<file path="src/rtl/fma_pkg.sv">
// Purpose: Shared constants and types for the frame metadata appender.
// Assumes: 32-bit register port, 32-bit payload words.
// Notes: Block type codes are also the selector values seen by software.
package fma_pkg;
  // Register offsets (byte addresses, one aligned word each).
  localparam logic [7:0] FMA_REG_ACTIVATE = 8'h00;
  localparam logic [7:0] FMA_REG_TYPE_SELECT = 8'h04;
  localparam logic [7:0] FMA_REG_TYPE_INCLUDE = 8'h08;
  localparam logic [7:0] FMA_REG_GAIN_SELECT = 8'h0C;
  localparam logic [7:0] FMA_REG_BLACK_SELECT = 8'h10;
  localparam logic [7:0] FMA_REG_STATUS = 8'h14;
  localparam logic [7:0] FMA_REG_LAST_CHECKSUM = 8'h18;
  localparam logic [7:0] FMA_REG_SERIAL_COUNT = 8'h1C;
  // Number of selectable block types.
  localparam int FMA_NUM_TYPES = 18;
  // Block type codes, in selector order.
  localparam logic [4:0] FMA_T_IMAGE = 5'h00;
  localparam logic [4:0] FMA_T_CHECKSUM = 5'h01;
  localparam logic [4:0] FMA_T_FRAME_ID = 5'h02;
  localparam logic [4:0] FMA_T_OFFSET_X = 5'h03;
  localparam logic [4:0] FMA_T_OFFSET_Y = 5'h04;
  localparam logic [4:0] FMA_T_WIDTH = 5'h05;
  localparam logic [4:0] FMA_T_HEIGHT = 5'h06;
  localparam logic [4:0] FMA_T_EXPOSURE = 5'h07;
  localparam logic [4:0] FMA_T_GAIN = 5'h08;
  localparam logic [4:0] FMA_T_BLACK = 5'h09;
  localparam logic [4:0] FMA_T_PIXFMT = 5'h0A;
  localparam logic [4:0] FMA_T_TIMESTAMP = 5'h0B;
  localparam logic [4:0] FMA_T_SEQ_INDEX = 5'h0C;
  localparam logic [4:0] FMA_T_SERIAL = 5'h0D;
  localparam logic [4:0] FMA_T_LINES = 5'h0E;
  localparam logic [4:0] FMA_T_COMP_MODE = 5'h0F;
  localparam logic [4:0] FMA_T_COMP_RATIO = 5'h10;
  localparam logic [4:0] FMA_T_DATARATE = 5'h11;
  // Include mask after reset: image and checksum only.
  localparam logic [17:0] FMA_INCLUDE_RESET = 18'h00003;
  localparam logic [17:0] FMA_ALWAYS_ON = 18'h00003;
  // Serial capture buffer depth in bytes.
  localparam int FMA_SERIAL_DEPTH = 16;
  localparam logic [4:0] FMA_SERIAL_DEPTH_W = 5'h10;
  // Checksum seed and polynomial (CRC-32, reflected form not used).
  localparam logic [31:0] FMA_CRC_SEED = 32'hFFFFFFFF;
  localparam logic [31:0] FMA_CRC_POLY = 32'h04C11DB7;
  // Block header marker in the top byte of a header word.
  localparam logic [7:0] FMA_HDR_MARK = 8'hC5;
  // Emitter states.
  typedef enum logic [2:0] {FMA_IDLE, FMA_PASS, FMA_HDR, FMA_BODY, FMA_END} fma_state_t;
endpackage

</file>
<file path="src/rtl/fma_crc32.sv">
// Purpose: Running 32-bit checksum over payload words.
// Assumes: One word per enabled cycle, clear before each frame.
// Notes: Bitwise serial form unrolled by a loop; fine at 250 MHz for 32 bits.
`timescale 1ns/1ns
module fma_crc32
  import fma_pkg::*;
(
  input wire logic CLK,
  input wire logic RST_B,
  input wire logic clear,
  input wire logic enable,
  input wire logic [31:0] data,
  output logic [31:0] crc
);
  logic [31:0] crc_q; // Current checksum.
  logic [31:0] crc_d; // Checksum after this word.

  // Fold each data bit into the register, most significant bit first.
  always_comb
  begin
    crc_d = crc_q;
    for (int i = 31; i >= 0; i--)
    begin
      if (crc_d[31] ^ data[i])
      begin
        crc_d = {crc_d[30:0], 1'b0} ^ FMA_CRC_POLY;
      end
      else
      begin
        crc_d = {crc_d[30:0], 1'b0};
      end
    end
  end

  // Seed on clear, accumulate on enable.
  always_ff @(posedge CLK or negedge RST_B)
  begin
    if (!RST_B)
    begin
      crc_q <= FMA_CRC_SEED;
    end
    else if (clear)
    begin
      crc_q <= FMA_CRC_SEED;
    end
    else if (enable)
    begin
      crc_q <= crc_d;
    end
  end

  assign crc = crc_q;
endmodule

</file>
<file path="src/rtl/fma_sync2.sv">
// Purpose: Two-flop synchroniser for a group of pin levels.
// Assumes: Levels change slowly relative to CLK.
// Notes: The first stage is read only by the second.
`timescale 1ns/1ns
module fma_sync2 #(
  parameter int WIDTH = 1
) (
  input wire logic CLK,
  input wire logic RST_B,
  input wire logic [WIDTH-1:0] async_in,
  output logic [WIDTH-1:0] sync_out
);
  logic [WIDTH-1:0] meta_q; // First stage, may go metastable.
  logic [WIDTH-1:0] sync_q; // Second stage, safe to use.

  // Two stages in series.
  always_ff @(posedge CLK or negedge RST_B)
  begin
    if (!RST_B)
    begin
      meta_q <= '0;
      sync_q <= '0;
    end
    else
    begin
      meta_q <= async_in;
      sync_q <= meta_q;
    end
  end

  assign sync_out = sync_q;
endmodule

</file>
<file path="src/rtl/fma_top.sv">
// Purpose: Frame metadata appender; passes image words and appends typed blocks.
// Assumes: Image words arrive with valid/ready; frame context is steady over a frame.
// Notes: Each block is a header word (mark, type, body length minus one) then its body words.
//
// The plain strobed port and the register offsets are this design's own decisions.
`timescale 1ns/1ns
module fma_top
  import fma_pkg::*;
(
  input wire logic CLK,
  input wire logic RST_B,
  input wire logic [7:0] ADDR,
  input wire logic [31:0] WDATA,
  input wire logic WR,
  input wire logic RD,
  output logic [31:0] RDATA,
  input wire logic ACQ_RUNNING,
  input wire logic [31:0] IMG_DATA,
  input wire logic IMG_VALID,
  input wire logic IMG_LAST,
  output logic IMG_READY,
  output logic [31:0] OUT_DATA,
  output logic OUT_VALID,
  output logic OUT_LAST,
  input wire logic OUT_READY,
  input wire logic [31:0] FRAME_ID,
  input wire logic [15:0] OFFSET_X,
  input wire logic [15:0] OFFSET_Y,
  input wire logic [15:0] WIDTH,
  input wire logic [15:0] HEIGHT,
  input wire logic [31:0] EXPOSURE,
  input wire logic [127:0] GAIN_ALL,
  input wire logic [31:0] BLACK_LEVEL,
  input wire logic [7:0] PIXEL_FORMAT,
  input wire logic [63:0] TIMESTAMP,
  input wire logic [7:0] SEQ_INDEX,
  input wire logic EXPOSURE_END,
  input wire logic [3:0] LINES,
  input wire logic COMPRESSED,
  input wire logic [31:0] COMP_RATIO,
  input wire logic [31:0] BITRATE,
  input wire logic [7:0] SER_DATA,
  input wire logic SER_VALID
);
  // Software settings.
  logic activate_q; // Global metadata activate.
  logic [4:0] type_sel_q; // Block type selector.
  logic [17:0] include_q; // Per-type include enables.
  logic [1:0] gain_sel_q; // Gain component chosen for the gain block.
  logic black_sel_q; // Black level component; only one exists.
  logic wr_ok; // Writes to selection allowed only when stopped.
  // Frame-side state.
  fma_state_t state_q; // Emitter state.
  logic [4:0] blk_q; // Block type being emitted.
  logic [1:0] word_q; // Body word index within block.
  logic [17:0] pend_q; // Blocks still to emit this frame.
  logic [3:0] lines_sync; // Synchronised I/O line levels.
  logic [3:0] lines_q; // Levels captured at exposure end.
  logic [31:0] crc_val; // Running checksum.
  logic [31:0] crc_last_q; // Checksum of the last frame that closed with a checksum block.
  logic crc_clr; // Seed checksum at frame start.
  logic img_xfer; // Image word accepted.
  // Serial capture.
  logic [7:0] ser_mem_q [FMA_SERIAL_DEPTH]; // Bytes for the next frame.
  logic [4:0] ser_cnt_q; // Bytes held.
  logic [4:0] ser_sent_q; // Count reported in the last frame.
  logic ser_ovf_q; // Capture overflowed.
  logic ser_drain; // Serial block finished, clear the buffer.
  // Block body helpers.
  logic [1:0] blk_len; // Body words minus one of current block.
  logic [31:0] body_word; // Current body word.
  logic [4:0] next_blk; // Lowest pending optional block.
  logic any_pend; // Some optional block is still pending.
  logic out_xfer; // Output word accepted.

  // Pin-side line levels cross into CLK before any use.
  fma_sync2 #(.WIDTH(4)) u_lines (
    .CLK(CLK),
    .RST_B(RST_B),
    .async_in(LINES),
    .sync_out(lines_sync)
  );

  // Checksum over the image words only.
  fma_crc32 u_crc (
    .CLK(CLK),
    .RST_B(RST_B),
    .clear(crc_clr),
    .enable(img_xfer),
    .data(IMG_DATA),
    .crc(crc_val)
  );

  assign wr_ok = WR && !ACQ_RUNNING;
  assign img_xfer = (state_q == FMA_PASS) && IMG_VALID && OUT_READY;
  assign out_xfer = OUT_VALID && OUT_READY;
  assign crc_clr = (state_q == FMA_IDLE);

  // Activate register; frozen while acquisition runs.
  always_ff @(posedge CLK or negedge RST_B)
  begin
    if (!RST_B)
    begin
      activate_q <= 1'b0;
    end
    else if (wr_ok && ADDR == FMA_REG_ACTIVATE)
    begin
      activate_q <= WDATA[0];
    end
  end

  // Selector; values beyond the last type are ignored.
  always_ff @(posedge CLK or negedge RST_B)
  begin
    if (!RST_B)
    begin
      type_sel_q <= FMA_T_IMAGE;
    end
    else if (wr_ok && ADDR == FMA_REG_TYPE_SELECT && WDATA[4:0] <= FMA_T_DATARATE)
    begin
      type_sel_q <= WDATA[4:0];
    end
  end

  // Include enables act on the selected type; image and checksum stay set.
  always_ff @(posedge CLK or negedge RST_B)
  begin
    if (!RST_B)
    begin
      include_q <= FMA_INCLUDE_RESET;
    end
    else if (wr_ok && ADDR == FMA_REG_TYPE_INCLUDE)
    begin
      include_q[type_sel_q] <= WDATA[0] | FMA_ALWAYS_ON[type_sel_q];
    end
  end

  // Component selectors for gain and black level.
  always_ff @(posedge CLK or negedge RST_B)
  begin
    if (!RST_B)
    begin
      gain_sel_q <= 2'h0;
      black_sel_q <= 1'b0;
    end
    else if (wr_ok && ADDR == FMA_REG_GAIN_SELECT)
    begin
      gain_sel_q <= WDATA[1:0];
    end
    else if (wr_ok && ADDR == FMA_REG_BLACK_SELECT)
    begin
      black_sel_q <= 1'b0; // Only the "all" component exists.
    end
  end

  // Read data one cycle after the strobe; unmapped reads return zero.
  always_ff @(posedge CLK or negedge RST_B)
  begin
    if (!RST_B)
    begin
      RDATA <= 32'h00000000;
    end
    else if (RD)
    begin
      case (ADDR)
        FMA_REG_ACTIVATE: RDATA <= {31'h0, activate_q};
        FMA_REG_TYPE_SELECT: RDATA <= {27'h0, type_sel_q};
        FMA_REG_TYPE_INCLUDE: RDATA <= {31'h0, include_q[type_sel_q]};
        FMA_REG_GAIN_SELECT: RDATA <= {30'h0, gain_sel_q};
        FMA_REG_BLACK_SELECT: RDATA <= {31'h0, black_sel_q};
        FMA_REG_STATUS: RDATA <= {28'h0, lines_q[0], ser_ovf_q, ACQ_RUNNING, activate_q};
        FMA_REG_LAST_CHECKSUM: RDATA <= crc_last_q;
        FMA_REG_SERIAL_COUNT: RDATA <= {27'h0, ser_sent_q};
        default: RDATA <= 32'h00000000;
      endcase
    end
    else
    begin
      RDATA <= 32'h00000000;
    end
  end

  // Line levels are all sampled together on the exposure end event.
  always_ff @(posedge CLK or negedge RST_B)
  begin
    if (!RST_B)
    begin
      lines_q <= 4'h0;
    end
    else if (EXPOSURE_END)
    begin
      lines_q <= lines_sync;
    end
  end

  // Serial capture: store bytes until full, then flag overflow.
  // Bytes arriving during the drain cycle are dropped; a rare loss traded for simplicity.
  always_ff @(posedge CLK or negedge RST_B)
  begin
    if (!RST_B)
    begin
      ser_cnt_q <= 5'h00;
      ser_ovf_q <= 1'b0;
      ser_sent_q <= 5'h00;
    end
    else if (ser_drain)
    begin
      ser_sent_q <= ser_cnt_q;
      ser_cnt_q <= 5'h00;
      ser_ovf_q <= SER_VALID; // Set wins over the clear.
    end
    else if (SER_VALID)
    begin
      if (ser_cnt_q == FMA_SERIAL_DEPTH_W)
      begin
        ser_ovf_q <= 1'b1;
      end
      else
      begin
        ser_cnt_q <= ser_cnt_q + 5'h01;
      end
    end
  end

  // Serial byte storage.
  always_ff @(posedge CLK)
  begin
    if (SER_VALID && !ser_drain && ser_cnt_q != FMA_SERIAL_DEPTH_W)
    begin
      ser_mem_q[ser_cnt_q[3:0]] <= SER_DATA;
    end
  end

  assign ser_drain = out_xfer && state_q == FMA_BODY && blk_q == FMA_T_SERIAL
    && word_q == blk_len;

  // Lowest pending optional block type, checksum last.
  always_comb
  begin
    next_blk = FMA_T_CHECKSUM;
    any_pend = 1'b0;
    for (int i = FMA_NUM_TYPES - 1; i >= 2; i--)
    begin
      if (pend_q[i])
      begin
        next_blk = 5'(i);
        any_pend = 1'b1;
      end
    end
  end

  // Body length minus one and body word per block type.
  always_comb
  begin
    blk_len = 2'h0;
    body_word = 32'h00000000;
    case (blk_q)
      FMA_T_CHECKSUM: body_word = crc_val;
      FMA_T_FRAME_ID: body_word = FRAME_ID;
      FMA_T_OFFSET_X: body_word = {16'h0, OFFSET_X};
      FMA_T_OFFSET_Y: body_word = {16'h0, OFFSET_Y};
      FMA_T_WIDTH: body_word = {16'h0, WIDTH};
      FMA_T_HEIGHT: body_word = {16'h0, HEIGHT};
      FMA_T_EXPOSURE: body_word = EXPOSURE;
      FMA_T_GAIN: body_word = GAIN_ALL[gain_sel_q*32 +: 32];
      FMA_T_BLACK: body_word = BLACK_LEVEL;
      FMA_T_PIXFMT: body_word = {24'h0, PIXEL_FORMAT};
      FMA_T_TIMESTAMP:
      begin
        blk_len = 2'h1;
        body_word = word_q[0] ? TIMESTAMP[63:32] : TIMESTAMP[31:0];
      end
      FMA_T_SEQ_INDEX: body_word = {24'h0, SEQ_INDEX};
      FMA_T_SERIAL:
      begin
        // Word 0 is the count, words 1..3 carry up to twelve bytes.
        blk_len = 2'h3;
        if (word_q == 2'h0)
        begin
          body_word = {26'h0, ser_ovf_q, ser_cnt_q};
        end
        else
        begin
          body_word = {ser_mem_q[{word_q - 2'h1, 2'h3}], ser_mem_q[{word_q - 2'h1, 2'h2}],
            ser_mem_q[{word_q - 2'h1, 2'h1}], ser_mem_q[{word_q - 2'h1, 2'h0}]};
        end
      end
      FMA_T_LINES: body_word = {28'h0, lines_q};
      FMA_T_COMP_MODE: body_word = {31'h0, COMPRESSED};
      FMA_T_COMP_RATIO: body_word = COMPRESSED ? COMP_RATIO : 32'h00000000;
      FMA_T_DATARATE: body_word = COMPRESSED ? BITRATE : 32'h00000000;
      default: body_word = 32'h00000000;
    endcase
  end

  // Emitter: image words, then pending blocks, checksum block closes the frame.
  always_ff @(posedge CLK or negedge RST_B)
  begin
    if (!RST_B)
    begin
      state_q <= FMA_IDLE;
      blk_q <= FMA_T_IMAGE;
      word_q <= 2'h0;
      pend_q <= 18'h00000;
      crc_last_q <= 32'h00000000;
    end
    else
    begin
      case (state_q)
        FMA_IDLE:
        begin
          if (IMG_VALID)
          begin
            state_q <= FMA_PASS;
            pend_q <= activate_q ? include_q : 18'h00000;
          end
        end
        FMA_PASS:
        begin
          if (img_xfer && IMG_LAST)
          begin
            // Without activate the frame ends with its last image word.
            state_q <= activate_q ? FMA_HDR : FMA_IDLE;
            blk_q <= next_blk;
            word_q <= 2'h0;
          end
        end
        FMA_HDR:
        begin
          if (out_xfer)
          begin
            state_q <= FMA_BODY;
          end
        end
        FMA_BODY:
        begin
          if (out_xfer)
          begin
            if (word_q != blk_len)
            begin
              word_q <= word_q + 2'h1;
            end
            else if (blk_q == FMA_T_CHECKSUM)
            begin
              state_q <= FMA_IDLE;
              crc_last_q <= crc_val;
            end
            else
            begin
              pend_q[blk_q] <= 1'b0;
              state_q <= FMA_END;
            end
          end
        end
        FMA_END:
        begin
          // One idle cycle lets the pending mask settle before the next pick.
          state_q <= FMA_HDR;
          blk_q <= any_pend ? next_blk : FMA_T_CHECKSUM;
          word_q <= 2'h0;
        end
        default: state_q <= FMA_IDLE;
      endcase
    end
  end

  // Output path; image words pass straight through under back-pressure.
  always_comb
  begin
    IMG_READY = (state_q == FMA_PASS) && OUT_READY;
    OUT_VALID = 1'b0;
    OUT_DATA = 32'h00000000;
    OUT_LAST = 1'b0;
    case (state_q)
      FMA_PASS:
      begin
        OUT_VALID = IMG_VALID;
        OUT_DATA = IMG_DATA;
        OUT_LAST = IMG_LAST && !activate_q;
      end
      FMA_HDR:
      begin
        OUT_VALID = 1'b1;
        OUT_DATA = {FMA_HDR_MARK, 3'h0, blk_q, 14'h0, blk_len};
      end
      FMA_BODY:
      begin
        OUT_VALID = 1'b1;
        OUT_DATA = body_word;
        OUT_LAST = (blk_q == FMA_T_CHECKSUM);
      end
      default: OUT_VALID = 1'b0;
    endcase
  end
endmodule

</file>
<file path="config.mk">
export PLATFORM = sky130hd
export DESIGN_NAME = fma_top
export DESIGN_NICKNAME = d
export VERILOG_FILES = /design/src/rtl/fma_pkg.sv /design/src/rtl/fma_crc32.sv /design/src/rtl/fma_sync2.sv /design/src/rtl/fma_top.sv
export SDC_FILE = /design/constraint.sdc
export NUM_CORES = 1
export LEC_CHECK = 0
export BUFFER_PORTS_ARGS = -buffer_cell sky130_fd_sc_hd__buf_2
export CORE_AREA = 2 2 230 232
export CTS_BUF_LIST = sky130_fd_sc_hd__clkbuf_4 sky130_fd_sc_hd__clkbuf_8
export DETAILED_ROUTE_END_ITERATION = 12
export DIE_AREA = 0 0 232 234
export PLACE_DENSITY_LB_ADDON = 0.25
export SYNTH_ARGS = -nofsm -noshare
export SYNTH_HDL_FRONTEND = slang
export SYNTH_SLANG_ARGS = --single-unit
</file>
<file path="constraint.sdc">
create_clock -name CLK -period 6.7 [get_ports CLK]
set_input_delay 0 -clock CLK [delete_from_list [all_inputs] [get_ports CLK]]
set_output_delay 0 -clock CLK [all_outputs]
set_load 0.005 [all_outputs]
</file>
; ---- Yosys cells after proc, flatten, opt, wreduce, memory -nomap -nowiden
; Memory sizes are Yosys's and may differ from the RTL's.
; Index checks and enable logic that the tools add are counted.
[op_classes]
addsub = 3
order_cmp = 5
n_eq_ne = 39
shift = 1
mux = 114
n_bitwise = 68
n_reduce_logical = 39
[ops]
columns = cell, n
row1 = 27-bit 2-to-1 mux, 32
row2 = 32-bit case mux with 17 select lines, 1
row3 = 14-bit NOT, 32
row4 = 32-bit 2-to-1 mux, 7
row5 = 32-bit case mux with 7 select lines, 1
row6 = 128-bit by 8-bit indexed part select with 32-bit output, 1
row7 = 5-bit 2-to-1 mux, 21
row8 = 32-bit case mux with 3 select lines, 1
row9 = 18-bit 2-to-1 mux, 5
row10 = "5-bit by 4-bit equality test with 1-bit output, second input constant", 8
row11 = 18-bit case mux with 2 select lines, 1
row12 = 1-bit bitwise XOR, 32
row13 = 1-bit 2-to-1 mux, 25
row14 = "8-bit by 5-bit equality test with 1-bit output, second input constant", 3
row15 = "5-bit by 3-bit equality test with 1-bit output, second input constant", 4
row16 = 1-bit logical AND, 19
row17 = 18-bit bitwise AND, 1
row18 = 18-bit bitwise mux, 1
row19 = 3-bit 2-to-1 mux, 6
row20 = 18-bit NOT, 1
row21 = "8-bit by 4-bit equality test with 1-bit output, second input constant", 2
row22 = "5-bit equality test, second input constant", 3
row23 = 3-bit case mux with 5 select lines, 1
row24 = "2-bit != test, second input constant", 7
row25 = other kinds (35), 54
[totals]
register_bits = 173
ram_bits = 128
rom_bits = 32
inputBits = 527
word_cells = 288
mem_count = 2
[mem_list]
columns = memory, depth, word_bits, read_ports, rd_clocked_by_memory_dff, wr, line_no
row1 = ser_mem_q, 16, 8, 4, 0, 1, fma_top.sv:64  ; logic [7:0] ser_mem_q [FMA_SERIAL_DEPTH];
row2 = (name not given), 32, 1, 1, 0, 0, fma_top.sv:134  ; include_q[type_sel_q] <= WDATA[0] | FMA_ALWAYS_ON[type_sel_q];

; ---- Depth between registers and ports, before layout
[logic_depth]
ltp_word = 66
ltp_mapped = 13
mapped_depth_nobuf = 10

; ---- Modules after synthesis
; A second synthesis with hierarchy kept.
[unflattened]
cells_unflattened = 1605
hier_area_um2 = 19239.7
[modules_own_cells]
columns = module, instances, cells_each, area_each_um2, seq_area_each_um2
row1 = fma_top, 1, 1213, 14546.5, 7124.3
row2 = fma_crc32, 1, 384, 4493.1, 840.8
row3 = fma_sync2, 1, 8, 200.2, 200.2

; ---- Least setup slack after synthesis
; OpenSTA, ideal clock, no wires.
[synth_timing]
kind = register -> register
start = reg u_crc.crc_q[24], in the netlist u_crc.crc[24]
end = reg u_crc.crc_q[10], in the netlist u_crc.crc[10]
setup_time_ps = 90
t_arrival_ps = 3935
required_time_ps = 6610
slack_ps = 2675
stages_incl_launch_ff = 11
n_path_buf = 0
period_less_slack_ps = 4025
cell_sequence = dfstp_2 > xor2_1 > xnor3_1 > xnor3_2 > xor2_1 > xor3_2 > xnor2_2 > xor2_1 > xor3_1 > nor2_1 > o21ai_1
[synth_via]
elab_chain_len = 35
[synth_rtl]
columns = item, line_no
row1 = from (decl), fma_crc32.sv:15  ; logic [31:0] crc_q;
row2 = from (signal assigned), fma_crc32.sv:48  ; crc_q <= crc_d;
row3 = 27-bit 2-to-1 mux *, fma_crc32.sv:24  ; if (crc_d[31] ^ data[i])
row4 = 14-bit NOT (no source line), n/a
row5 = 27-bit 2-to-1 mux *, fma_crc32.sv:24
row6 = 1-bit bitwise XOR *, fma_crc32.sv:24
row7 = 27-bit 2-to-1 mux *, fma_crc32.sv:24
row8 = 27-bit 2-to-1 mux (5 in series), fma_crc32.sv:24
row9 = 14-bit NOT (no source line), n/a
row10 = 27-bit 2-to-1 mux, fma_crc32.sv:24
row11 = (+14 left out), n/a
row12 = 14-bit NOT (no source line), n/a
row13 = 27-bit 2-to-1 mux, fma_crc32.sv:24
row14 = 14-bit NOT (no source line), n/a
row15 = 27-bit 2-to-1 mux (2 in series), fma_crc32.sv:24
row16 = 14-bit NOT (no source line), n/a
row17 = 27-bit 2-to-1 mux *, fma_crc32.sv:24
row18 = 32-bit 2-to-1 mux *, fma_crc32.sv:46  ; else if (enable)
row19 = 32-bit 2-to-1 mux *, fma_crc32.sv:42  ; else if (clear)
; Mark *: on every way between the ends. The rest lies on a longest branch, timed or not. The select of a mux whose other input is x is not followed.
; A chain may end at the register's enable or synchronous reset.

; ---- Worst setup path after layout
; Same ends and word-level chain as after synthesis.

==> reports/metrics.yaml <==
outcome: "finished clean"
clock_skew_ps: 40.7
worst-slew-pin-transition_ps: 1450
clockBufferDepth: 3
drc: 0
start_util_pct: 35.6
grt.overflow.total: 0
grt_start_max_net_pins: 66
ant_nets: 0
cp_num_buf_inv: 0
synth.avg_cell_area_sq_um: 11.9
ys.flop_type: "dfrtp_1"
syn_to_final_growth_pct: 29.3
critPathMaxStageDelay_ps: 660
relSlewSlack_pct: 2.71
worst-r2r-cell-count: 10
htreeDepth: 2
yosysSeqAreaShare_pct: 44.1
timing.rr.end: "u_crc.crc[10]$_DFFE_PN1P_"
via_per_inst: 5.68
io-pin-count: 594
clock-sinks: 299
max_freq_mhz: 207
critPathTopFamily: "XOR/XNOR gates"
gp_congestion: 0.971
grt_pass1_wl_mm: 117
hold_class: "input port to register"
hold_violations: 0
cts_tree: "built"
worstPathMaxFanout: 5
synth_top_cell_area_share_pct: 20.8
syn_nets: 2080
io_buffers: 566
drt-wirelength-per-cell_microns: 29.1
nNetsFinal: 2683
async_flop_share_pct: 57.2
cp.depth: 10
fin_tns_setup_ps: 0
core-area_sq_um: 52000
timing.critical_path.from: "u_crc.crc[24]$_DFFE_PN1P_"
cts_made_buffers: 53
grt_pass1_vias: 16300
worst-endpoint-required_ps: 7240
drt_iter0_drc: 1651
cpMaxStageDelayCell: "xor2_1"
grtUsageMet2_pct: 49.9
reg2reg_from: "u_crc.crc[24]$_DFFE_PN1P_"
synth-edff-count: 128
crit_chain: "xor2_1 -> xnor3_1 -> xnor3_2 -> xor2_1 -> xor3_2 -> xnor2_2 -> xor2_1 -> xor3_1 -> nor2_1 -> o21ai_1"
cpMostUsedCell: "xor2_1"
grt_usage_pct: 30.4
dpl.hpwl_mm: 65.0
rsz0062_at_grt: "false"
first_pass_iters: 8
design.die.area_sq_um: 54300
met3_usage_pct: 5.61
synth.area.top_cells: "edfxtp_1 21%, dfrtp_1 19%, xnor2_1 8.5%, mux4_2 8.4%, mux2_2 5.7%"
vias: 16400
cp-end-kind: "register"
crit_path_start_kind: "register"
ys_ff_latch: 299
critPathCapture: "u_crc.crc[10]$_DFFE_PN1P_"
critPathKind: "register to register"
synth_area_sq_um: 18500
die-width_microns: 232
finalSetupViolCount: 0
synth_warnings: 0
fill_cells: 4916
syn_inst: 1548
clockRootBuffer: "clkbuf_8"
r2r_setup_slack_ps: 1870
synth_top_cell_by_area: "edfxtp_1"
antenna_found_initial: 12
die_h_microns: 234
yosysMostFrequentCell: "xnor2_1"
period_needed_ps: 4830
grt.busiest_layer: "met2"
clk_latency_ps: 670
postCtsSetupRepairBufs: 0
synth_commonest_cells: "180 x xnor2_1, 137 x dfrtp_1, 128 x edfxtp_1"
worstPathArrival_ps: 5370
num_rows: 84
min_period_over_period_pct: 72.1
grt_use_met1_pct: 40.6
drv_slew: 0
routed_wl_mm: 84.1
drive_above_1_share_pct: 42.7
clk_pin_slew_ps: 60
ys_types: 58
drv_cap: 0
==> metal layers <==
layer | wire length (microns) | part of all wire [%]
met5 | 67 | 0.080
met4 | 2700 | 3.2
met3 | 6740 | 8.0
met2 | 39700 | 47
met1 | 34900 | 41
==> stage by stage <==
step / hold slack [ps] / instances / worst slack [ps] / cell area, sq um / utilization [%]
finish: 95.0 / 2886 / 1870 / 23900 / 46.0
global route: 89.8 / 2883 / 1720 / 23900 / 45.9
CTS: 19.6 / 2883 / 1870 / 23900 / 45.9
detailed placement: -21.2 / 2734 / 1900 / 22200 / 42.6
global placement: -34.8 / 2734 / 1870 / 22200 / 42.6
floorplan: -296 / 1548 / 2680 / 18500 / -
==> worst reg2reg max path: stages, from the launching register on <==
cell	delay, ps
dfstp_2	570
xor2_1	660
xnor3_1	620
xnor3_2	480
xor2_1	480
xor3_2	560
xnor2_2	420
xor2_1	380
xor3_1	390
nor2_1	100
o21ai_1	60
==> worst min path at each step <==
| stage | start | to | slack [ps] | depth (start not counted) |
|---|---|---|---|---|
| 2_1_floorplan | RST_B | RDATA[0]$_DFF_PN0_ | -300 | 0 |
| 3_3_place_gp | RST_B | RDATA[7]$_DFF_PN0_ | -30 | 1 |
| 3_5_place_dp | RST_B | RDATA[7]$_DFF_PN0_ | -20 | 1 |
| 4_1_cts | ADDR[7] | RDATA[1]$_DFF_PN0_ | 20 | 7 |
| 5_1_grt | WR | type_sel_q[0]$_DFFE_PN0P_ | 90 | 4 |
| 6_report | WR | type_sel_q[0]$_DFFE_PN0P_ | 100 | 4 |
==> cells in the final DEF (no fill, tap or decap), types with 18 or more instances in the layout <==
master / n
edfxtp_1: 128
and2_1: 30
mux2i_1: 38
dlygate4sd3_1: 49
buf_4: 35
a22o_1: 23
xnor2_1: 180
dfstp_2: 34
xor2_1: 54
a22oi_1: 42
mux4_2: 69
clkbuf_8: 66
dfrtp_1: 134
a21oi_1: 45
xnor3_1: 20
mux2_2: 94
a221oi_1: 21
o21ai_0: 93
clkbuf_4: 18
nor2_1: 74
nor3_1: 20
nand3_1: 25
nand2_1: 98
buf_2: 565
a222oi_1: 50
==> sequential cells by signal, indices dropped and copies added (netlist names) <==
signal,flops
ser_mem_q,128
RDATA,32
crc_last_q,32
u_crc.crc,32
include_q,18
pend_q,16
blk_q,5
ser_cnt_q,5
ser_sent_q,5
type_sel_q,5
lines_q,4
u_lines.meta_q,4
u_lines.sync_out,4
state_q,3
gain_sel_q,2
word_q,2
activate_q,1
ser_ovf_q,1
==> what timing repair did <==
action                                  in CTS  in global routing
endpoints found under the setup margin       0                  0
endpoints found under the hold margin      275                  0
hold buffers                                50                  0
resized for setup                            0                  0
==> layout make-up <==
cell class                 count  area, sq um  share of cell area [%]
clock buffer                  84         1040                    4.36
tap                          688          861                    3.60
multi-input combinational   1135         9980                    41.8
clock inverter                15          188                   0.785
antenna                        3         7.51                  0.0314
inverter                      11         41.3                   0.173
timing repair buffer         651         3610                    15.1
sequential                   299         8170                    34.2
==> kinds of logic (layout without fill, tap and decap cells) <==
logic type	after synthesis	count (layout)	synth area share [%]
AOI/OAI and AO/OA	337	337	12.8
xor gates and xnor gates	275	275	16.0
adders and majority gates	5	5	0.338
buffers and inverters	114	761	2.31
DFF	299	299	44.1
muxes	201	201	16.2
other	0	3	0
and+or+nand+nor	317	317	8.16
Power is not shown: default switching activity piles up to over one toggle a cycle in this logic, so the estimate is an artifact.
